**src/hw/nvm_defs.svh**
```systemverilog
// Constants for the nonvolatile memory command sequencer: codes, addresses and timing.
`ifndef NVM_DEFS_SVH
`define NVM_DEFS_SVH

// Command bytes written on the data bus.
`define NVM_UNLOCK1 8'haa
`define NVM_UNLOCK2 8'h55
`define NVM_AUTOSEL 8'h90
`define NVM_PROGRAM 8'ha0
`define NVM_ERASE_SETUP 8'h80
`define NVM_SECTOR_ERASE 8'h30
`define NVM_CHIP_ERASE 8'h10
`define NVM_SUSPEND 8'hb0
`define NVM_RESUME 8'h30
`define NVM_EE_POWER_DOWN 8'h30
`define NVM_SDP_OFF 8'h20
`define NVM_OTP_WRITE 8'hb0
`define NVM_RETURN 8'hf0

// Unlock addresses, compared on the low twelve address bits only.
`define NVM_ADDR_UNLOCK1 12'h555
`define NVM_ADDR_UNLOCK2 12'haaa
`define NVM_CMD_ADDR_W 12

// Address bit positions used by identifier, protection and one-time row reads.
`define NVM_A6 6
`define NVM_A1 1
`define NVM_A0 0
`define NVM_OTP_IDX_W 6

// Status bits returned while an embedded flash operation runs.
`define NVM_TOGGLE_BIT 6
`define NVM_ERROR_BIT 5

// Window for adding further sectors to a sector erase.
`define NVM_ERASE_WINDOW_NS 80000
`define NVM_CLK_PERIOD_NS 40
`define NVM_ERASE_WINDOW_CYC (`NVM_ERASE_WINDOW_NS / `NVM_CLK_PERIOD_NS)

`endif

```
**src/hw/nvm_pkg.sv**
```systemverilog
// Types shared by the command sequencer and its bus cycle engine.
package nvm_pkg;

    typedef enum logic [4:0] {
        CMD_READ_ID = 5'h00,
        CMD_READ_PROT = 5'h01,
        CMD_OTP_READ_ENTER = 5'h02,
        CMD_PROGRAM = 5'h03,
        CMD_SECTOR_ERASE = 5'h04,
        CMD_ADD_SECTOR = 5'h05,
        CMD_CHIP_ERASE = 5'h06,
        CMD_SUSPEND = 5'h07,
        CMD_RESUME = 5'h08,
        CMD_EE_POWER_DOWN = 5'h09,
        CMD_SDP_WRITE_ENTER = 5'h0a,
        CMD_SDP_DISABLE = 5'h0b,
        CMD_OTP_WRITE_ENTER = 5'h0c,
        CMD_EE_RETURN = 5'h0d,
        CMD_FLASH_RESET_LONG = 5'h0e,
        CMD_FLASH_RESET_SHORT = 5'h0f,
        CMD_PLAIN_READ = 5'h10,
        CMD_PLAIN_WRITE = 5'h11
    } cmd_e;

    typedef enum logic [2:0] {
        ADR_UNLOCK1 = 3'h0,
        ADR_UNLOCK2 = 3'h1,
        ADR_USER = 3'h2,
        ADR_ID = 3'h3,
        ADR_PROT = 3'h4
    } adr_e;

    typedef struct packed {
        cmd_e cmd;
        logic is_eeprom;
        logic [2:0] sector;
        logic [15:0] addr;
        logic [7:0] data;
    } req_s;

    typedef struct packed {
        logic last;
        logic is_read;
        adr_e akind;
        logic [7:0] data;
    } step_s;

    typedef struct packed {
        logic is_read;
        logic [15:0] addr;
        logic [7:0] data;
        logic [7:0] fsel;
        logic [3:0] esel;
    } cycle_s;

endpackage : nvm_pkg
```
**src/hw/nvm_bus_cycle.sv**
```systemverilog
// One microcontroller-style read or write cycle on the memory pins.
`timescale 1ns/1ps

module nvm_bus_cycle #(
    parameter int SETUP_CYC = 1,
    parameter int STROBE_CYC = 2,
    parameter int HOLD_CYC = 1
) (
    // Clock and reset.
    input wire logic clk,
    input wire logic rst,
    // Cycle request and answer.
    input wire logic start,
    input wire nvm_pkg::cycle_s cyc,
    output logic done,
    output logic [7:0] rdata,
    // Memory pins.
    output logic [15:0] addr,
    output logic [7:0] data_o,
    output logic data_oe,
    input wire logic [7:0] data_i,
    output logic wr_n,
    output logic rd_n,
    output logic [7:0] fsel,
    output logic [3:0] esel
);

    localparam logic [7:0] STROBE_ON = 8'(SETUP_CYC);
    localparam logic [7:0] STROBE_OFF = 8'(SETUP_CYC + STROBE_CYC);
    localparam logic [7:0] LAST = 8'(SETUP_CYC + STROBE_CYC + HOLD_CYC - 1);

    logic busy;
    logic [7:0] cnt;
    nvm_pkg::cycle_s hold;

    wire strobe_on = busy && cnt >= STROBE_ON && cnt < STROBE_OFF;
    wire sample = busy && cnt == STROBE_OFF - 8'h01 && hold.is_read;
    wire finish = busy && cnt == LAST;

    // Selects are low between cycles so no stray strobe edge lands in a sector.
    always_ff @(posedge clk) begin
        if (rst) begin
            busy <= 1'b0;
            cnt <= 8'h00;
            hold <= '0;
            done <= 1'b0;
            rdata <= 8'h00;
        end else begin
            done <= finish;
            if (start && !busy) begin
                busy <= 1'b1;
                cnt <= 8'h00;
                hold <= cyc;
            end else if (finish) begin
                busy <= 1'b0;
            end else if (busy) begin
                cnt <= cnt + 8'h01;
            end
            if (sample) begin
                rdata <= data_i;
            end
        end
    end

    assign addr = busy ? hold.addr : 16'h0000;
    assign data_o = busy ? hold.data : 8'h00;
    assign data_oe = busy && !hold.is_read;
    assign wr_n = !(strobe_on && !hold.is_read);
    assign rd_n = !(strobe_on && hold.is_read);
    assign fsel = busy ? hold.fsel : 8'h00;
    assign esel = busy ? hold.esel : 4'h0;

endmodule : nvm_bus_cycle

```
**src/hw/nvm_command_decoder.sv**
```systemverilog
// Host sequencer that drives flash and EEPROM command sequences over the memory bus.
//
// Function
// RL1: Flash unlock, 90h, then read at A6,A1,A0=0,0,1 gives the identifier.
// RL2: Same preamble, read at A6,A1,A0=0,1,0 gives sector protection.
// RL3: EEPROM-selected AA, 55, 90 at 555 switches reads to the one-time row.
// RL4: Flash program is AA, 55, A0 at unlock addresses, then data at target.
// RL5: Sector erase is six writes ending with 30h at any sector address.
// RL6: Extra 30h sector writes count only within 80 us of the previous.
// RL7: Whole flash erase is the five-write unlock followed by 10h at 555.
// RL8: A single flash-selected B0h write anywhere suspends sector erase.
// RL9: A single flash-selected 30h write anywhere resumes sector erase.
// RL10: EEPROM-selected AA, 55, 30h at 555 powers the EEPROM down.
// RL11: EEPROM-selected AA, 55, A0h at 555 enables write protection; bytes follow.
// RL12: Write protection is disabled by the five-write unlock then 20h at 555.
// RL13: EEPROM-selected AA, 55, B0h at 555 stores following bytes in one-time row.
// RL14: One-time row writes are accepted only while write protection is off.
// RL15: A single EEPROM-selected F0h leaves one-time row read or power-down.
// RL16: Flash reset is either AA, 55, F0h or a single F0h write.
// RL17: Flash reset follows an error bit, identifier or protection read.
// RL18: Selects active high; only low twelve bits form unlock addresses.
// RL19: Controller runs from other memory while issuing any EEPROM command.
// RL20: Controller never runs from the flash sector its command targets.
// RL21: Bad byte or long gap returns the flash decoder to read mode.
// RL22: Bad EEPROM byte or long gap is treated as an ordinary write.
// RL23: Protection read returns 01h for protected and 00h for unprotected.
// RL24: One-time row reads hold A6 low and choose a byte with A5-A0.
// RL25: Inter-byte timeout is a cycle-count parameter; the sequencer has no such timeout.
// RL26: Flash and EEPROM progress is tracked apart by active select.
`timescale 1ns/1ps

`include "nvm_defs.svh"

module nvm_command_decoder #(
    parameter int SETUP_CYC = 1,
    parameter int STROBE_CYC = 2,
    parameter int HOLD_CYC = 1
) (
    // Clock and reset.
    input wire logic SYS_CLK,
    input wire logic RST,
    // Command request from the user logic.
    input wire logic REQ_VALID,
    output logic REQ_READY,
    input wire nvm_pkg::req_s REQ,
    // Command completion.
    output logic DONE,
    output logic REFUSED,
    output logic [7:0] RD_DATA,
    // Where the processor currently fetches its code.
    input wire logic CODE_FROM_EEPROM,
    input wire logic [7:0] CODE_FROM_FLASH,
    // Tracked device state.
    output logic ERASE_WINDOW_OPEN,
    output logic FLASH_BUSY,
    output logic ERROR_STATUS_BIT,
    output logic SOFTWARE_WRITE_PROTECT,
    output logic OTP_READ_MODE,
    output logic EE_POWERED_DOWN,
    // Memory pins.
    output logic [15:0] ADDR,
    output logic [7:0] DATA_O,
    output logic DATA_OE,
    input wire logic [7:0] DATA_I,
    output logic WR_N,
    output logic RD_N,
    output logic [7:0] FLASH_SECTOR_SELECT,
    output logic [3:0] EEPROM_SECTOR_SELECT
);

    ////////////////////////////////////////////////////////////////////////////
    // Command step table.

    // Returns step i of a command; after preamble steps 0 and 1 the table branches.
    function automatic nvm_pkg::step_s step_of(nvm_pkg::cmd_e c, logic [2:0] i, logic [7:0] d);
        nvm_pkg::step_s s;
        s = '{last: 1'b1, is_read: 1'b0, akind: nvm_pkg::ADR_USER, data: d};
        if (i == 3'h0 || i == 3'h3) begin
            s = '{last: 1'b0, is_read: 1'b0, akind: nvm_pkg::ADR_UNLOCK1, data: `NVM_UNLOCK1};
        end else if (i == 3'h1 || i == 3'h4) begin
            s = '{last: 1'b0, is_read: 1'b0, akind: nvm_pkg::ADR_UNLOCK2, data: `NVM_UNLOCK2};
        end
        case (c)
            nvm_pkg::CMD_READ_ID, nvm_pkg::CMD_READ_PROT: begin
                if (i == 3'h2) begin
                    s = '{last: 1'b0, is_read: 1'b0, akind: nvm_pkg::ADR_UNLOCK1,
                          data: `NVM_AUTOSEL}; // see RL1
                end else if (i == 3'h3) begin
                    s = '{last: 1'b0, is_read: 1'b1,
                          akind: (c == nvm_pkg::CMD_READ_ID) ? nvm_pkg::ADR_ID
                                                             : nvm_pkg::ADR_PROT,
                          data: 8'h00}; // see RL2
                end else if (i == 3'h4) begin
                    s = '{last: 1'b1, is_read: 1'b0, akind: nvm_pkg::ADR_USER,
                          data: `NVM_RETURN}; // see RL17
                end
            end
            nvm_pkg::CMD_OTP_READ_ENTER, nvm_pkg::CMD_EE_POWER_DOWN,
            nvm_pkg::CMD_SDP_WRITE_ENTER, nvm_pkg::CMD_OTP_WRITE_ENTER,
            nvm_pkg::CMD_PROGRAM, nvm_pkg::CMD_FLASH_RESET_LONG: begin
                if (i == 3'h2) begin
                    s.last = (c != nvm_pkg::CMD_PROGRAM);
                    s.akind = (c == nvm_pkg::CMD_FLASH_RESET_LONG) ? nvm_pkg::ADR_USER
                                                                   : nvm_pkg::ADR_UNLOCK1;
                    case (c)
                        nvm_pkg::CMD_OTP_READ_ENTER: s.data = `NVM_AUTOSEL; // see RL3
                        nvm_pkg::CMD_EE_POWER_DOWN: s.data = `NVM_EE_POWER_DOWN; // see RL10
                        nvm_pkg::CMD_SDP_WRITE_ENTER: s.data = `NVM_PROGRAM; // see RL11
                        nvm_pkg::CMD_OTP_WRITE_ENTER: s.data = `NVM_OTP_WRITE; // see RL13
                        nvm_pkg::CMD_PROGRAM: s.data = `NVM_PROGRAM; // see RL4
                        default: s.data = `NVM_RETURN; // see RL16
                    endcase
                end else if (i == 3'h3) begin
                    s = '{last: 1'b1, is_read: 1'b0, akind: nvm_pkg::ADR_USER, data: d};
                end
            end
            nvm_pkg::CMD_SECTOR_ERASE, nvm_pkg::CMD_CHIP_ERASE, nvm_pkg::CMD_SDP_DISABLE: begin
                if (i == 3'h2) begin
                    s = '{last: 1'b0, is_read: 1'b0, akind: nvm_pkg::ADR_UNLOCK1,
                          data: `NVM_ERASE_SETUP};
                end else if (i == 3'h5) begin
                    s.last = 1'b1;
                    s.akind = nvm_pkg::ADR_UNLOCK1;
                    case (c)
                        nvm_pkg::CMD_SECTOR_ERASE: begin
                            s.akind = nvm_pkg::ADR_USER;
                            s.data = `NVM_SECTOR_ERASE; // see RL5
                        end
                        nvm_pkg::CMD_CHIP_ERASE: s.data = `NVM_CHIP_ERASE; // see RL7
                        default: s.data = `NVM_SDP_OFF; // see RL12
                    endcase
                end
            end
            nvm_pkg::CMD_ADD_SECTOR: s.data = `NVM_SECTOR_ERASE; // see RL6
            nvm_pkg::CMD_SUSPEND: s.data = `NVM_SUSPEND; // see RL8
            nvm_pkg::CMD_RESUME: s.data = `NVM_RESUME; // see RL9
            nvm_pkg::CMD_EE_RETURN, nvm_pkg::CMD_FLASH_RESET_SHORT: begin
                s.data = `NVM_RETURN; // see RL15
            end
            nvm_pkg::CMD_PLAIN_READ: s.is_read = 1'b1;
            default: s.data = d;
        endcase
        // Single-cycle commands carry no preamble, so the unlock defaults are undone.
        if (c inside {nvm_pkg::CMD_ADD_SECTOR, nvm_pkg::CMD_SUSPEND, nvm_pkg::CMD_RESUME,
            nvm_pkg::CMD_EE_RETURN, nvm_pkg::CMD_FLASH_RESET_SHORT, nvm_pkg::CMD_PLAIN_READ,
            nvm_pkg::CMD_PLAIN_WRITE}) begin
            s.last = 1'b1;
            s.akind = nvm_pkg::ADR_USER;
        end
        return s;
    endfunction : step_of

    ////////////////////////////////////////////////////////////////////////////
    // Request classification and refusal.

    typedef enum logic [3:0] {
        ST_IDLE = 4'b0001,
        ST_ISSUE = 4'b0010,
        ST_WAIT = 4'b0100,
        ST_DONE = 4'b1000
    } state_e;

    state_e state;
    state_e next_state;
    nvm_pkg::req_s cur;
    logic [2:0] idx;
    logic refused;
    logic [11:0] window_cnt;
    logic toggle_prev;
    logic toggle_prev_ok;
    nvm_pkg::cycle_s cyc;
    logic cyc_done;
    logic [7:0] cyc_rdata;

    localparam logic [11:0] WINDOW_LOAD = 12'(`NVM_ERASE_WINDOW_CYC);
    localparam logic [11:0] CYCLE_LEN = 12'(SETUP_CYC + STROBE_CYC + HOLD_CYC);

    wire nvm_pkg::cmd_e c = REQ.cmd;
    wire ee_cmd = c inside {nvm_pkg::CMD_OTP_READ_ENTER, nvm_pkg::CMD_EE_POWER_DOWN,
                            nvm_pkg::CMD_SDP_WRITE_ENTER, nvm_pkg::CMD_SDP_DISABLE,
                            nvm_pkg::CMD_OTP_WRITE_ENTER, nvm_pkg::CMD_EE_RETURN};
    wire plain_cmd = c inside {nvm_pkg::CMD_PLAIN_READ, nvm_pkg::CMD_PLAIN_WRITE};
    wire flash_reset = c inside {nvm_pkg::CMD_FLASH_RESET_LONG, nvm_pkg::CMD_FLASH_RESET_SHORT};
    wire to_eeprom = ee_cmd || (plain_cmd && REQ.is_eeprom);
    wire [7:0] sector_bit = 8'h01 << REQ.sector;
    wire window_ok = window_cnt > CYCLE_LEN;

    // Firmware running out of the target memory would lose its own fetches.
    wire refuse_src = to_eeprom ? CODE_FROM_EEPROM // see RL19
                                : |(CODE_FROM_FLASH & sector_bit); // see RL20
    wire refuse_otp = c == nvm_pkg::CMD_OTP_WRITE_ENTER && SOFTWARE_WRITE_PROTECT; // see RL14
    wire refuse_add = c == nvm_pkg::CMD_ADD_SECTOR && !window_ok; // see RL6
    wire refuse_err = ERROR_STATUS_BIT && !to_eeprom && !plain_cmd && !flash_reset; // see RL17
    wire refuse = refuse_src || refuse_otp || refuse_add || refuse_err;

    ////////////////////////////////////////////////////////////////////////////
    // Step decode into one bus cycle.

    wire nvm_pkg::step_s step = step_of(cur.cmd, idx, cur.data);
    wire [15:0] unlock_hi = {cur.addr[15:`NVM_CMD_ADDR_W], `NVM_CMD_ADDR_W'(0)};
    wire [15:0] id_addr = 16'h0000 | (16'h0001 << `NVM_A0);
    wire [15:0] prot_addr = 16'h0000 | (16'h0001 << `NVM_A1);
    wire [15:0] otp_addr = {10'h000, cur.addr[`NVM_OTP_IDX_W-1:0]}; // see RL24
    wire otp_read = OTP_READ_MODE && cur.is_eeprom && step.is_read;
    wire ee_target = cur.is_eeprom;
    wire [15:0] id_hi = {cur.addr[15:`NVM_A6+1], 1'b0, cur.addr[`NVM_A6-1:2], 2'b00};

    logic [15:0] step_addr;
    always_comb begin
        case (step.akind)
            nvm_pkg::ADR_UNLOCK1: step_addr = unlock_hi | 16'(`NVM_ADDR_UNLOCK1); // see RL18
            nvm_pkg::ADR_UNLOCK2: step_addr = unlock_hi | 16'(`NVM_ADDR_UNLOCK2); // see RL18
            nvm_pkg::ADR_ID: step_addr = id_hi | id_addr; // see RL1
            nvm_pkg::ADR_PROT: step_addr = id_hi | prot_addr; // see RL23
            default: step_addr = otp_read ? otp_addr : cur.addr;
        endcase
    end

    // One select is held for the whole sequence, so the two arrays never interleave.
    assign cyc.is_read = step.is_read;
    assign cyc.addr = step_addr;
    assign cyc.data = step.data;
    assign cyc.fsel = ee_target ? 8'h00 : 8'h01 << cur.sector; // see RL26
    assign cyc.esel = ee_target ? 4'h1 << cur.sector[1:0] : 4'h0; // see RL26

    nvm_bus_cycle #(
        .SETUP_CYC(SETUP_CYC),
        .STROBE_CYC(STROBE_CYC),
        .HOLD_CYC(HOLD_CYC)
    ) u_cycle (
        .clk(SYS_CLK),
        .rst(RST),
        .start(state == ST_ISSUE),
        .cyc(cyc),
        .done(cyc_done),
        .rdata(cyc_rdata),
        .addr(ADDR),
        .data_o(DATA_O),
        .data_oe(DATA_OE),
        .data_i(DATA_I),
        .wr_n(WR_N),
        .rd_n(RD_N),
        .fsel(FLASH_SECTOR_SELECT),
        .esel(EEPROM_SECTOR_SELECT)
    );

    ////////////////////////////////////////////////////////////////////////////
    // Sequencer.

    wire accept = state == ST_IDLE && REQ_VALID;
    wire seq_end = state == ST_WAIT && cyc_done && step.last;
    wire read_back = state == ST_WAIT && cyc_done && step.is_read;
    wire poll = read_back && FLASH_BUSY && !ee_target && cur.cmd == nvm_pkg::CMD_PLAIN_READ;
    wire toggling = toggle_prev_ok && cyc_rdata[`NVM_TOGGLE_BIT] != toggle_prev;
    wire starts_op = cur.cmd inside {nvm_pkg::CMD_PROGRAM, nvm_pkg::CMD_SECTOR_ERASE,
        nvm_pkg::CMD_CHIP_ERASE, nvm_pkg::CMD_RESUME, nvm_pkg::CMD_ADD_SECTOR};
    wire cur_reset = cur.cmd inside {nvm_pkg::CMD_FLASH_RESET_LONG,
        nvm_pkg::CMD_FLASH_RESET_SHORT};

    always_comb begin
        case (state)
            ST_IDLE: next_state = !REQ_VALID ? ST_IDLE : refuse ? ST_DONE : ST_ISSUE;
            ST_ISSUE: next_state = ST_WAIT;
            ST_WAIT: next_state = !cyc_done ? ST_WAIT : step.last ? ST_DONE : ST_ISSUE;
            ST_DONE: next_state = ST_IDLE;
            default: next_state = ST_IDLE;
        endcase
    end

    assign REQ_READY = state == ST_IDLE;
    assign ERASE_WINDOW_OPEN = window_ok;

    always_ff @(posedge SYS_CLK) begin
        if (RST) begin
            state <= ST_IDLE;
            cur <= '0;
            idx <= 3'h0;
            refused <= 1'b0;
        end else begin
            state <= next_state;
            if (accept) begin
                cur <= REQ;
                cur.is_eeprom <= to_eeprom;
                idx <= 3'h0;
                refused <= refuse;
            end else if (state == ST_WAIT && cyc_done) begin
                idx <= idx + 3'h1;
            end
        end
    end

    always_ff @(posedge SYS_CLK) begin
        if (RST) begin
            DONE <= 1'b0;
            REFUSED <= 1'b0;
            RD_DATA <= 8'h00;
        end else begin
            DONE <= state == ST_DONE;
            REFUSED <= state == ST_DONE && refused;
            if (read_back) begin
                RD_DATA <= cyc_rdata;
            end
        end
    end

    // Sector-add window restarts at every erase write that lands in time.
    always_ff @(posedge SYS_CLK) begin
        if (RST) begin
            window_cnt <= 12'h000;
        end else if (seq_end && cur.cmd inside {nvm_pkg::CMD_SECTOR_ERASE,
                                               nvm_pkg::CMD_ADD_SECTOR}) begin
            window_cnt <= WINDOW_LOAD; // see RL6
        end else if (window_cnt != 12'h000) begin
            window_cnt <= window_cnt - 12'h001;
        end
    end

    // Busy ends when the toggle bit stops; an error seen while toggling needs a reset.
    always_ff @(posedge SYS_CLK) begin
        if (RST) begin
            FLASH_BUSY <= 1'b0;
            ERROR_STATUS_BIT <= 1'b0;
            toggle_prev <= 1'b0;
            toggle_prev_ok <= 1'b0;
        end else if (seq_end && !refused && cur_reset) begin
            FLASH_BUSY <= 1'b0;
            ERROR_STATUS_BIT <= 1'b0; // see RL17
            toggle_prev_ok <= 1'b0;
        end else if (seq_end && !refused && starts_op) begin
            FLASH_BUSY <= 1'b1;
            toggle_prev_ok <= 1'b0;
        end else if (poll) begin
            toggle_prev <= cyc_rdata[`NVM_TOGGLE_BIT];
            toggle_prev_ok <= 1'b1;
            if (toggle_prev_ok && !toggling) begin
                FLASH_BUSY <= 1'b0;
            end
            if (toggling && cyc_rdata[`NVM_ERROR_BIT]) begin
                ERROR_STATUS_BIT <= 1'b1; // see RL17
            end
        end
    end

    // EEPROM mode tracking; write protection is assumed off after reset.
    always_ff @(posedge SYS_CLK) begin
        if (RST) begin
            SOFTWARE_WRITE_PROTECT <= 1'b0;
            OTP_READ_MODE <= 1'b0;
            EE_POWERED_DOWN <= 1'b0;
        end else if (seq_end && !refused) begin
            case (cur.cmd)
                nvm_pkg::CMD_SDP_WRITE_ENTER: SOFTWARE_WRITE_PROTECT <= 1'b1; // see RL11
                nvm_pkg::CMD_SDP_DISABLE: SOFTWARE_WRITE_PROTECT <= 1'b0; // see RL12
                nvm_pkg::CMD_OTP_READ_ENTER: OTP_READ_MODE <= 1'b1; // see RL3
                nvm_pkg::CMD_EE_POWER_DOWN: EE_POWERED_DOWN <= 1'b1; // see RL10
                nvm_pkg::CMD_EE_RETURN: begin
                    OTP_READ_MODE <= 1'b0; // see RL15
                    EE_POWERED_DOWN <= 1'b0;
                end
                default: EE_POWERED_DOWN <= EE_POWERED_DOWN;
            endcase
        end
    end

endmodule : nvm_command_decoder

```
**config.mk**
```make
export PLATFORM = sky130hd
export DESIGN_NAME = nvm_command_decoder
export DESIGN_NICKNAME = d
export VERILOG_FILES = /design/src/hw/nvm_pkg.sv /design/src/hw/nvm_bus_cycle.sv /design/src/hw/nvm_command_decoder.sv
export VERILOG_INCLUDE_DIRS = /design/src /design/src/hw
export SDC_FILE = /design/constraint.sdc
export NUM_CORES = 1
export LEC_CHECK = 0
export ABC_AREA = 0
export ABC_CLOCK_PERIOD_IN_PS = 2400
export BUFFER_PORTS_ARGS = -buffer_cell sky130_fd_sc_hd__buf_2
export CORE_MARGIN = 10
export CORE_UTILIZATION = 25
export CTS_CLUSTER_DIAMETER = 120
export DETAILED_ROUTE_END_ITERATION = 12
export PLACE_DENSITY = 0.42
export SLEW_MARGIN = 20
export SYNTH_ARGS = -nofsm -noshare
export SYNTH_HDL_FRONTEND = slang
export SYNTH_SLANG_ARGS = --single-unit
```
**constraint.sdc**
```tcl
create_clock -name SYS_CLK -period 2.4 [get_ports SYS_CLK]
set_input_delay 0.6 -clock SYS_CLK [delete_from_list [all_inputs] [get_ports SYS_CLK]]
set_output_delay 0.6 -clock SYS_CLK [all_outputs]
set_load 0.01 [all_outputs]
```
Word level (Yosys, flattened, before mapping)
Cells that the tools add are included.

operators by class
  bitwise logic cells = 4
  $mul = 0
  shift operators = 3
  magnitude comparators = 3
  reductions and logical operators = 86
  mux-type cells = 49
  add/subtract/negate cells = 3
  equality and inequality tests = 44
  divide/modulo/power cells = 0

operators with widths
  kind                                                 count
  2-to-1 mux 13 bit                                    6
  equality test 5 x 4 -> 1 bit, second input constant  15
  case mux 16 bit (4 select lines)                     1
  case mux 8 bit (7 select lines)                      1
  2-to-1 mux 11 bit                                    5
  logical AND 1 bit                                    32
  2-to-1 mux 16 bit                                    2
  case mux 8 bit (4 select lines)                      1
  equality test 5 x 3 -> 1 bit, second input constant  5
  2-to-1 mux 4 bit                                     6
  2-to-1 mux 8 bit                                     3
  nonzero test 2 bit                                   11
  equality test 5 bit, second input constant           4
  equality test 8 x 2 -> 1 bit, second input constant  2
  OR reduction 2 bit                                   8
  << shifter 1 x 3 -> 8 bit, first input constant      2
  equality test 5 x 2 -> 1 bit, second input constant  3
  > comparator 12 x 3 -> 1 bit, second input constant  1
  2-to-1 mux 1 bit                                     12
  case mux 4 bit (3 select lines)                      1
  case mux 6 bit (2 select lines)                      1
  nonzero test 12 bit                                  1
  subtractor 12 x 1 -> 12 bit, second input constant   1
  zero test 1 bit                                      11
  34 further kinds                                     57

storage, ports and cells
  output and inout bits = 56
  bits in read-only memories = 0
  logic and storage cells = 221
  memory bits (writable) = 0
  latch bits = 0
  bits of input ports = 53
  register bits after elaboration = 125
  memories = 0

Longest topological paths before layout
  word-level depth = 14
  depth in mapped cells = 12
  depth with buffers taken out = 9

Modules after synthesis
From an unflattened synthesis, not the netlist that was laid out.

unflattened totals
  cell total of the unflattened synthesis = 878
  area total of the unflattened synthesis = 6875.3 µm²

modules (own cells, without submodules)
  module               area each (µm²)  seq. area each (µm²)  times used  cells an instance
  nvm_command_decoder  4514.3           1401.3                1           579
  nvm_bus_cycle        2361.0           1101.1                1           299

Least setup slack after synthesis
Ideal clock, no wire load.

  path kind = register to register
  start point = reg idx[0]
  end point = reg u_cycle.hold[21] (netlist bit)
  clock period less this slack = 2.490 ns
  buffers on the path = 1
  cell stages (with the launch flop) = 11
  arrival = 2.404 ns
  data required time = 2.314 ns
  path slack = -0.090 ns
  library setup time = 0.086 ns
  cells stage by stage = dfxtp_1 inv_1 ha_1 clkbuf_1 or3b_1 o22ai_1 nand2_1 a311o_1 o21ai_4 a31oi_1 a211oi_1

between the ends
  cells in the longest elaborated chain, start to end = 11
  elaborated cells between the ends (all ways) = 24
  those cells by class = eq/ne: 8; mux: 12; reduce/logical: 4

RTL lines
  element                                                                     RTL line                                              RTL
  start, declared                                                             nvm_command_decoder.sv:166                            logic [2:0] idx;
  start signal, assigned                                                      nvm_command_decoder.sv:287                            idx <= idx + 3'h1;
  equality test 3 x 1 -> 1 bit / equality test 3 bit (equally long branches)  nvm_command_decoder.sv:80, nvm_command_decoder.sv:93
  logical OR 1 bit                                                            nvm_command_decoder.sv:80                             end else if (i == 3'h1 || i == 3'h4) begin
  2-to-1 mux 13 bit                                                           nvm_command_decoder.sv:80
  2-to-1 mux 13 bit                                                           nvm_command_decoder.sv:78                             if (i == 3'h0 || i == 3'h3) begin
  2-to-1 mux 13 bit                                                           nvm_command_decoder.sv:93                             end else if (i == 3'h4) begin
  2-to-1 mux 13 bit                                                           nvm_command_decoder.sv:88                             end else if (i == 3'h3) begin
  2-to-1 mux 13 bit                                                           nvm_command_decoder.sv:85                             if (i == 3'h2) begin
  case mux 3 bit (3 select lines) *                                           nvm_command_decoder.sv:83                             case (c)
  2-to-1 mux 3 bit *                                                          nvm_command_decoder.sv:144                            if (c inside {nvm_pkg::CMD_ADD_SECTOR, nvm_pkg::CMD_SUSPEND, nvm_pkg::CMD_RESUME,
  equality test 3 bit, or another cell as far along                           nvm_command_decoder.sv:210                            case (step.akind)
  case mux 16 bit (4 select lines) *                                          nvm_command_decoder.sv:210
  end signal, assigned                                                        nvm_bus_cycle.sv:53                                   hold <= cyc;
  end, declared                                                               nvm_bus_cycle.sv:34                                   nvm_pkg::cycle_s hold;

Mark *: on every way between the ends. The rest lies on a longest branch, timed or not.
A chain may end at the register's enable or synchronous reset.

Final worst setup path
  start point = reg u_cycle.cnt[6]
  end point = out WR_N

between the ends
  cells in the longest elaborated chain, start to end = 5
  elaborated cells between the ends (all ways) = 6
  those cells by class = order compare: 2; reduce/logical: 4

RTL lines
  element                       RTL line                   RTL
  start, declared               nvm_bus_cycle.sv:33        logic [7:0] cnt;
  start signal, assigned        nvm_bus_cycle.sv:57        cnt <= cnt + 8'h01;
  >= comparator 8 x 1 -> 1 bit  nvm_bus_cycle.sv:36        wire strobe_on = busy && cnt >= STROBE_ON && cnt < STROBE_OFF;
  logical AND 1 bit             nvm_bus_cycle.sv:36
  logical AND 1 bit *           nvm_bus_cycle.sv:36
  logical AND 1 bit *           nvm_bus_cycle.sv:68        assign wr_n = !(strobe_on && !hold.is_read);
  zero test 1 bit *             nvm_bus_cycle.sv:68
  end, declared                 nvm_command_decoder.sv:65  output logic WR_N,

Marks and branches as above.

==> impl_metrics.ini <==
[outcome]
run_status = complete, but fails checks
violations = setup timing

[route]
wl_um = 21180
dr.first_iter.drc_count = 238
ant_nets = 0
vias = 6208
wl_per_cell_um = 16.13
drc = 0
viasPerCell = 4.728
firstDrtPassIters = 5

[yosys]
synth_cells = 798
syn_area_um2 = 6437
synth.avg_cell_area_um2 = 8.067
synthesis.nets = 862
synth_mux_area_frac = 0.03382
synth_xor_area_frac = 0.02585
yosysSeqAreaShare = 0.3887
synth_flop_cell = dfxtp_1
ys_seq_elements = 125
synth-simple-area-share = 0.2814
synth_edf_count = 0
async_reset_ff_frac = 0
synth_fa_ha_area_frac = 0.02138
netlist-cell-type-count = 86
synth_top_family_by_area = simple AND/OR/NAND/NOR gates
synth_compound_gate_area_share = 0.2054
synthesis.yosys.warnings = 0

[floorplanning]
die_area_um2 = 32570
die_h_um = 180.5
die_w_um = 180.5
row_count = 58
initial_utilization = 0.2549
coreArea_um2 = 25250
io_pins = 109

[job]
max-cap-violations = 0

[placement]
gp_congestion = 0.8191
placed_cells = 1270
numPortBuffers = 108
dpl_worst_slack_ps = -194.9
dp_hpwl_um = 15570

[critical_path]
start_kind = flip-flop
cp.arrival_ps = 2170
endpoint_kind = output pin
cp_slowest_cell = or4_4
cp_slowest_stage_delay_ps = 530
crit_fanout = 3
worstSetupPathType = flip-flop to output pin
required_ps = 1800
crit_chain = or4_4 > nor3_4 > nand2_2 > buf_6 > or4_1 > buf_2

[sta]
setup_tns_ps = -712.8
tightest_slew_ps = 668.8
rsz0062_at_grt = yes
setup_viol = 2
fin_skew_ps = 11.12
final-hold-violation-count = 0
max_slew_margin = 0.5537
fmax_ghz = 0.3606
final_max_slew_viol_count = 0
timing.final.crit_share = 1.155
timing.final.ws_setup_ps = -373.1
post-route-min-period_ps = 2773

[finish]
stdcell_count = 1313
finalNetCount = 1034
antenna_cells = 0
area_delta_synth_final_pct = 36.62
drive_above_1_share = 0.3204
fillCellCount = 2713
final_core_util = 0.3482

[clocking]
h-tree-depth = 4
clk_path_buf_depth = 2
clk_pin_slew_ps = 70
cts_buffers = 17
cts_hold_buf = 0
insertion_delay_ps = 420
cts_root_buf = clkbuf_16
clock-sinks = 125
cts_tree = done

[worst_hold_path]
min_path_type = input pin to flip-flop

[power]
p_per_area_nw_per_um2 = 736.4
power_mw = 6.476
total_leakage_power_nw = 3.564
peakVddDrop_uv = 468.4

[global_routing]
antenna_found_initial = 0
grt_overflow = 0
grt_pass1_vias = 6385
grt_max_degree = 42
grt_pass1_wl_um = 34310
track_usage = 0.1267
[cell usage in the layout (no fill, tap or decap), types with 5 or more instances in the layout]
cell type / count
ha_4: 5
dfxtp_1: 112
mux2i_1: 15
nand2_1: 124
o21ai_0: 26
and3_1: 6
nand4_1: 5
nor3_2: 6
or3_1: 6
nand2b_1: 10
buf_2: 106
ha_1: 6
buf_6: 7
and2_1: 45
dfxtp_2: 10
a31oi_1: 10
inv_1: 14
nor2_1: 79
nor2b_1: 8
nand3_1: 6
nor3_1: 16
or4_4: 5
xor2_1: 8
inv_6: 6
a211oi_1: 11
buf_4: 87
clkbuf_16: 17
a21oi_1: 85
xnor2_1: 11
[worst paths after layout]
| path | from | endpoint | cells past startpoint | slack (ps) |
|---|---|---|---|---|
| worst max-delay path | u_cycle.cnt[6] | WR_N | 6 | -370 |
| worst min register to register | u_cycle.rdata[4] | u_cycle.rdata[4] | 2 | 450 |
| worst max register to register | cur[30] | u_cycle.hold[35] | 9 | 30 |
| worst min-delay path | REQ[11] | cur[11] | 3 | 410 |
[stage by stage]
step	cell area, µm²	hold slack, ps
2_1_floorplan	6440	416.6
4_1_cts	8534	393.3
3_5_place_dp	7859	440.1
6_report	8795	411.2
5_1_grt	8795	405.2
3_3_place_gp	7856	431.5
[sequential cells by signal, summed over array words and instances (netlist names)]
name and count:
FLASH_BUSY 1, SOFTWARE_WRITE_PROTECT 1, state 4, REFUSED 1, ERROR_STATUS_BIT 1, DONE 1
EE_POWERED_DOWN 1, RD_DATA 8, u_cycle.done 1, u_cycle.rdata 8, refused 1, OTP_READ_MODE 1
cur 32, u_cycle.hold 37, toggle_prev 1, ee_target 1, idx 3, u_cycle.busy 1
toggle_prev_ok 1, u_cycle.cnt 8, window_cnt 12
[repair_timing]
| action | in CTS | in global routing |
|---|---|---|
| buffers inserted | 4 | 8 |
| resized for setup | 23 | 48 |
| pin swaps | 8 | 23 |
| setup endpoints to repair | 11 | 35 |
| gates cloned | 0 | 0 |
[synthesized netlist by cell type, types with 12 or more instances]
library cell	n	area, µm²
nor2_1	80	300.3
nor3_1	22	110.1
and2_1	45	281.5
a21oi_1	89	445.4
dfxtp_1	125	2502
nand2_1	125	469.2
clkbuf_1	40	150.1
inv_1	16	60.06
a211oi_1	12	90.09
o21ai_0	28	140.1
mux2i_1	15	150.1
[power breakdown]
part	total [mW]	internal, mW	switching (mW)
clock network	2.56	1.46	1.10
registers	2.37	2.24	0.138
logic	1.54	0.720	0.825
total	6.48	4.42	2.06
[per-layer routing]
layer  GRT usage  vias up  share of wire
li1            -     3149              -
met1      0.1641     2944           0.49
met2      0.2004      106           0.46
met3     0.03635        9          0.045
met4     0.03445        0         0.0084
met5           0        -              0
[worst max-delay path, delay by kind of cell, from the launching register on]
family        cells  cell delay, ps
buf+inv           2             280
simple gates      4            1160
flops             1             320
[cell type report]
| class | count | area [µm²] | share of cell area |
|---|---|---|---|
| timing repair buffer | 203 | 1323 | 0.1504 |
| clock inverter | 15 | 151.4 | 0.01721 |
| inverter | 17 | 68.82 | 0.007825 |
| clock buffer | 17 | 425.4 | 0.04837 |
| tap | 330 | 412.9 | 0.04695 |
| sequential | 125 | 2526 | 0.2872 |
| multi-input combinational | 606 | 3887 | 0.4420 |
[logic make-up after synthesis]
logic type	Yosys count
AO/OA/AOI/OAI	201
XOR/XNOR	19
adder cells (fa/ha/maj)	11
buffers and inverters	67
flip-flops	125
multiplexers	19
AND/OR/NAND/NOR	356
Note: power is estimated with default switching activity, not from simulation.
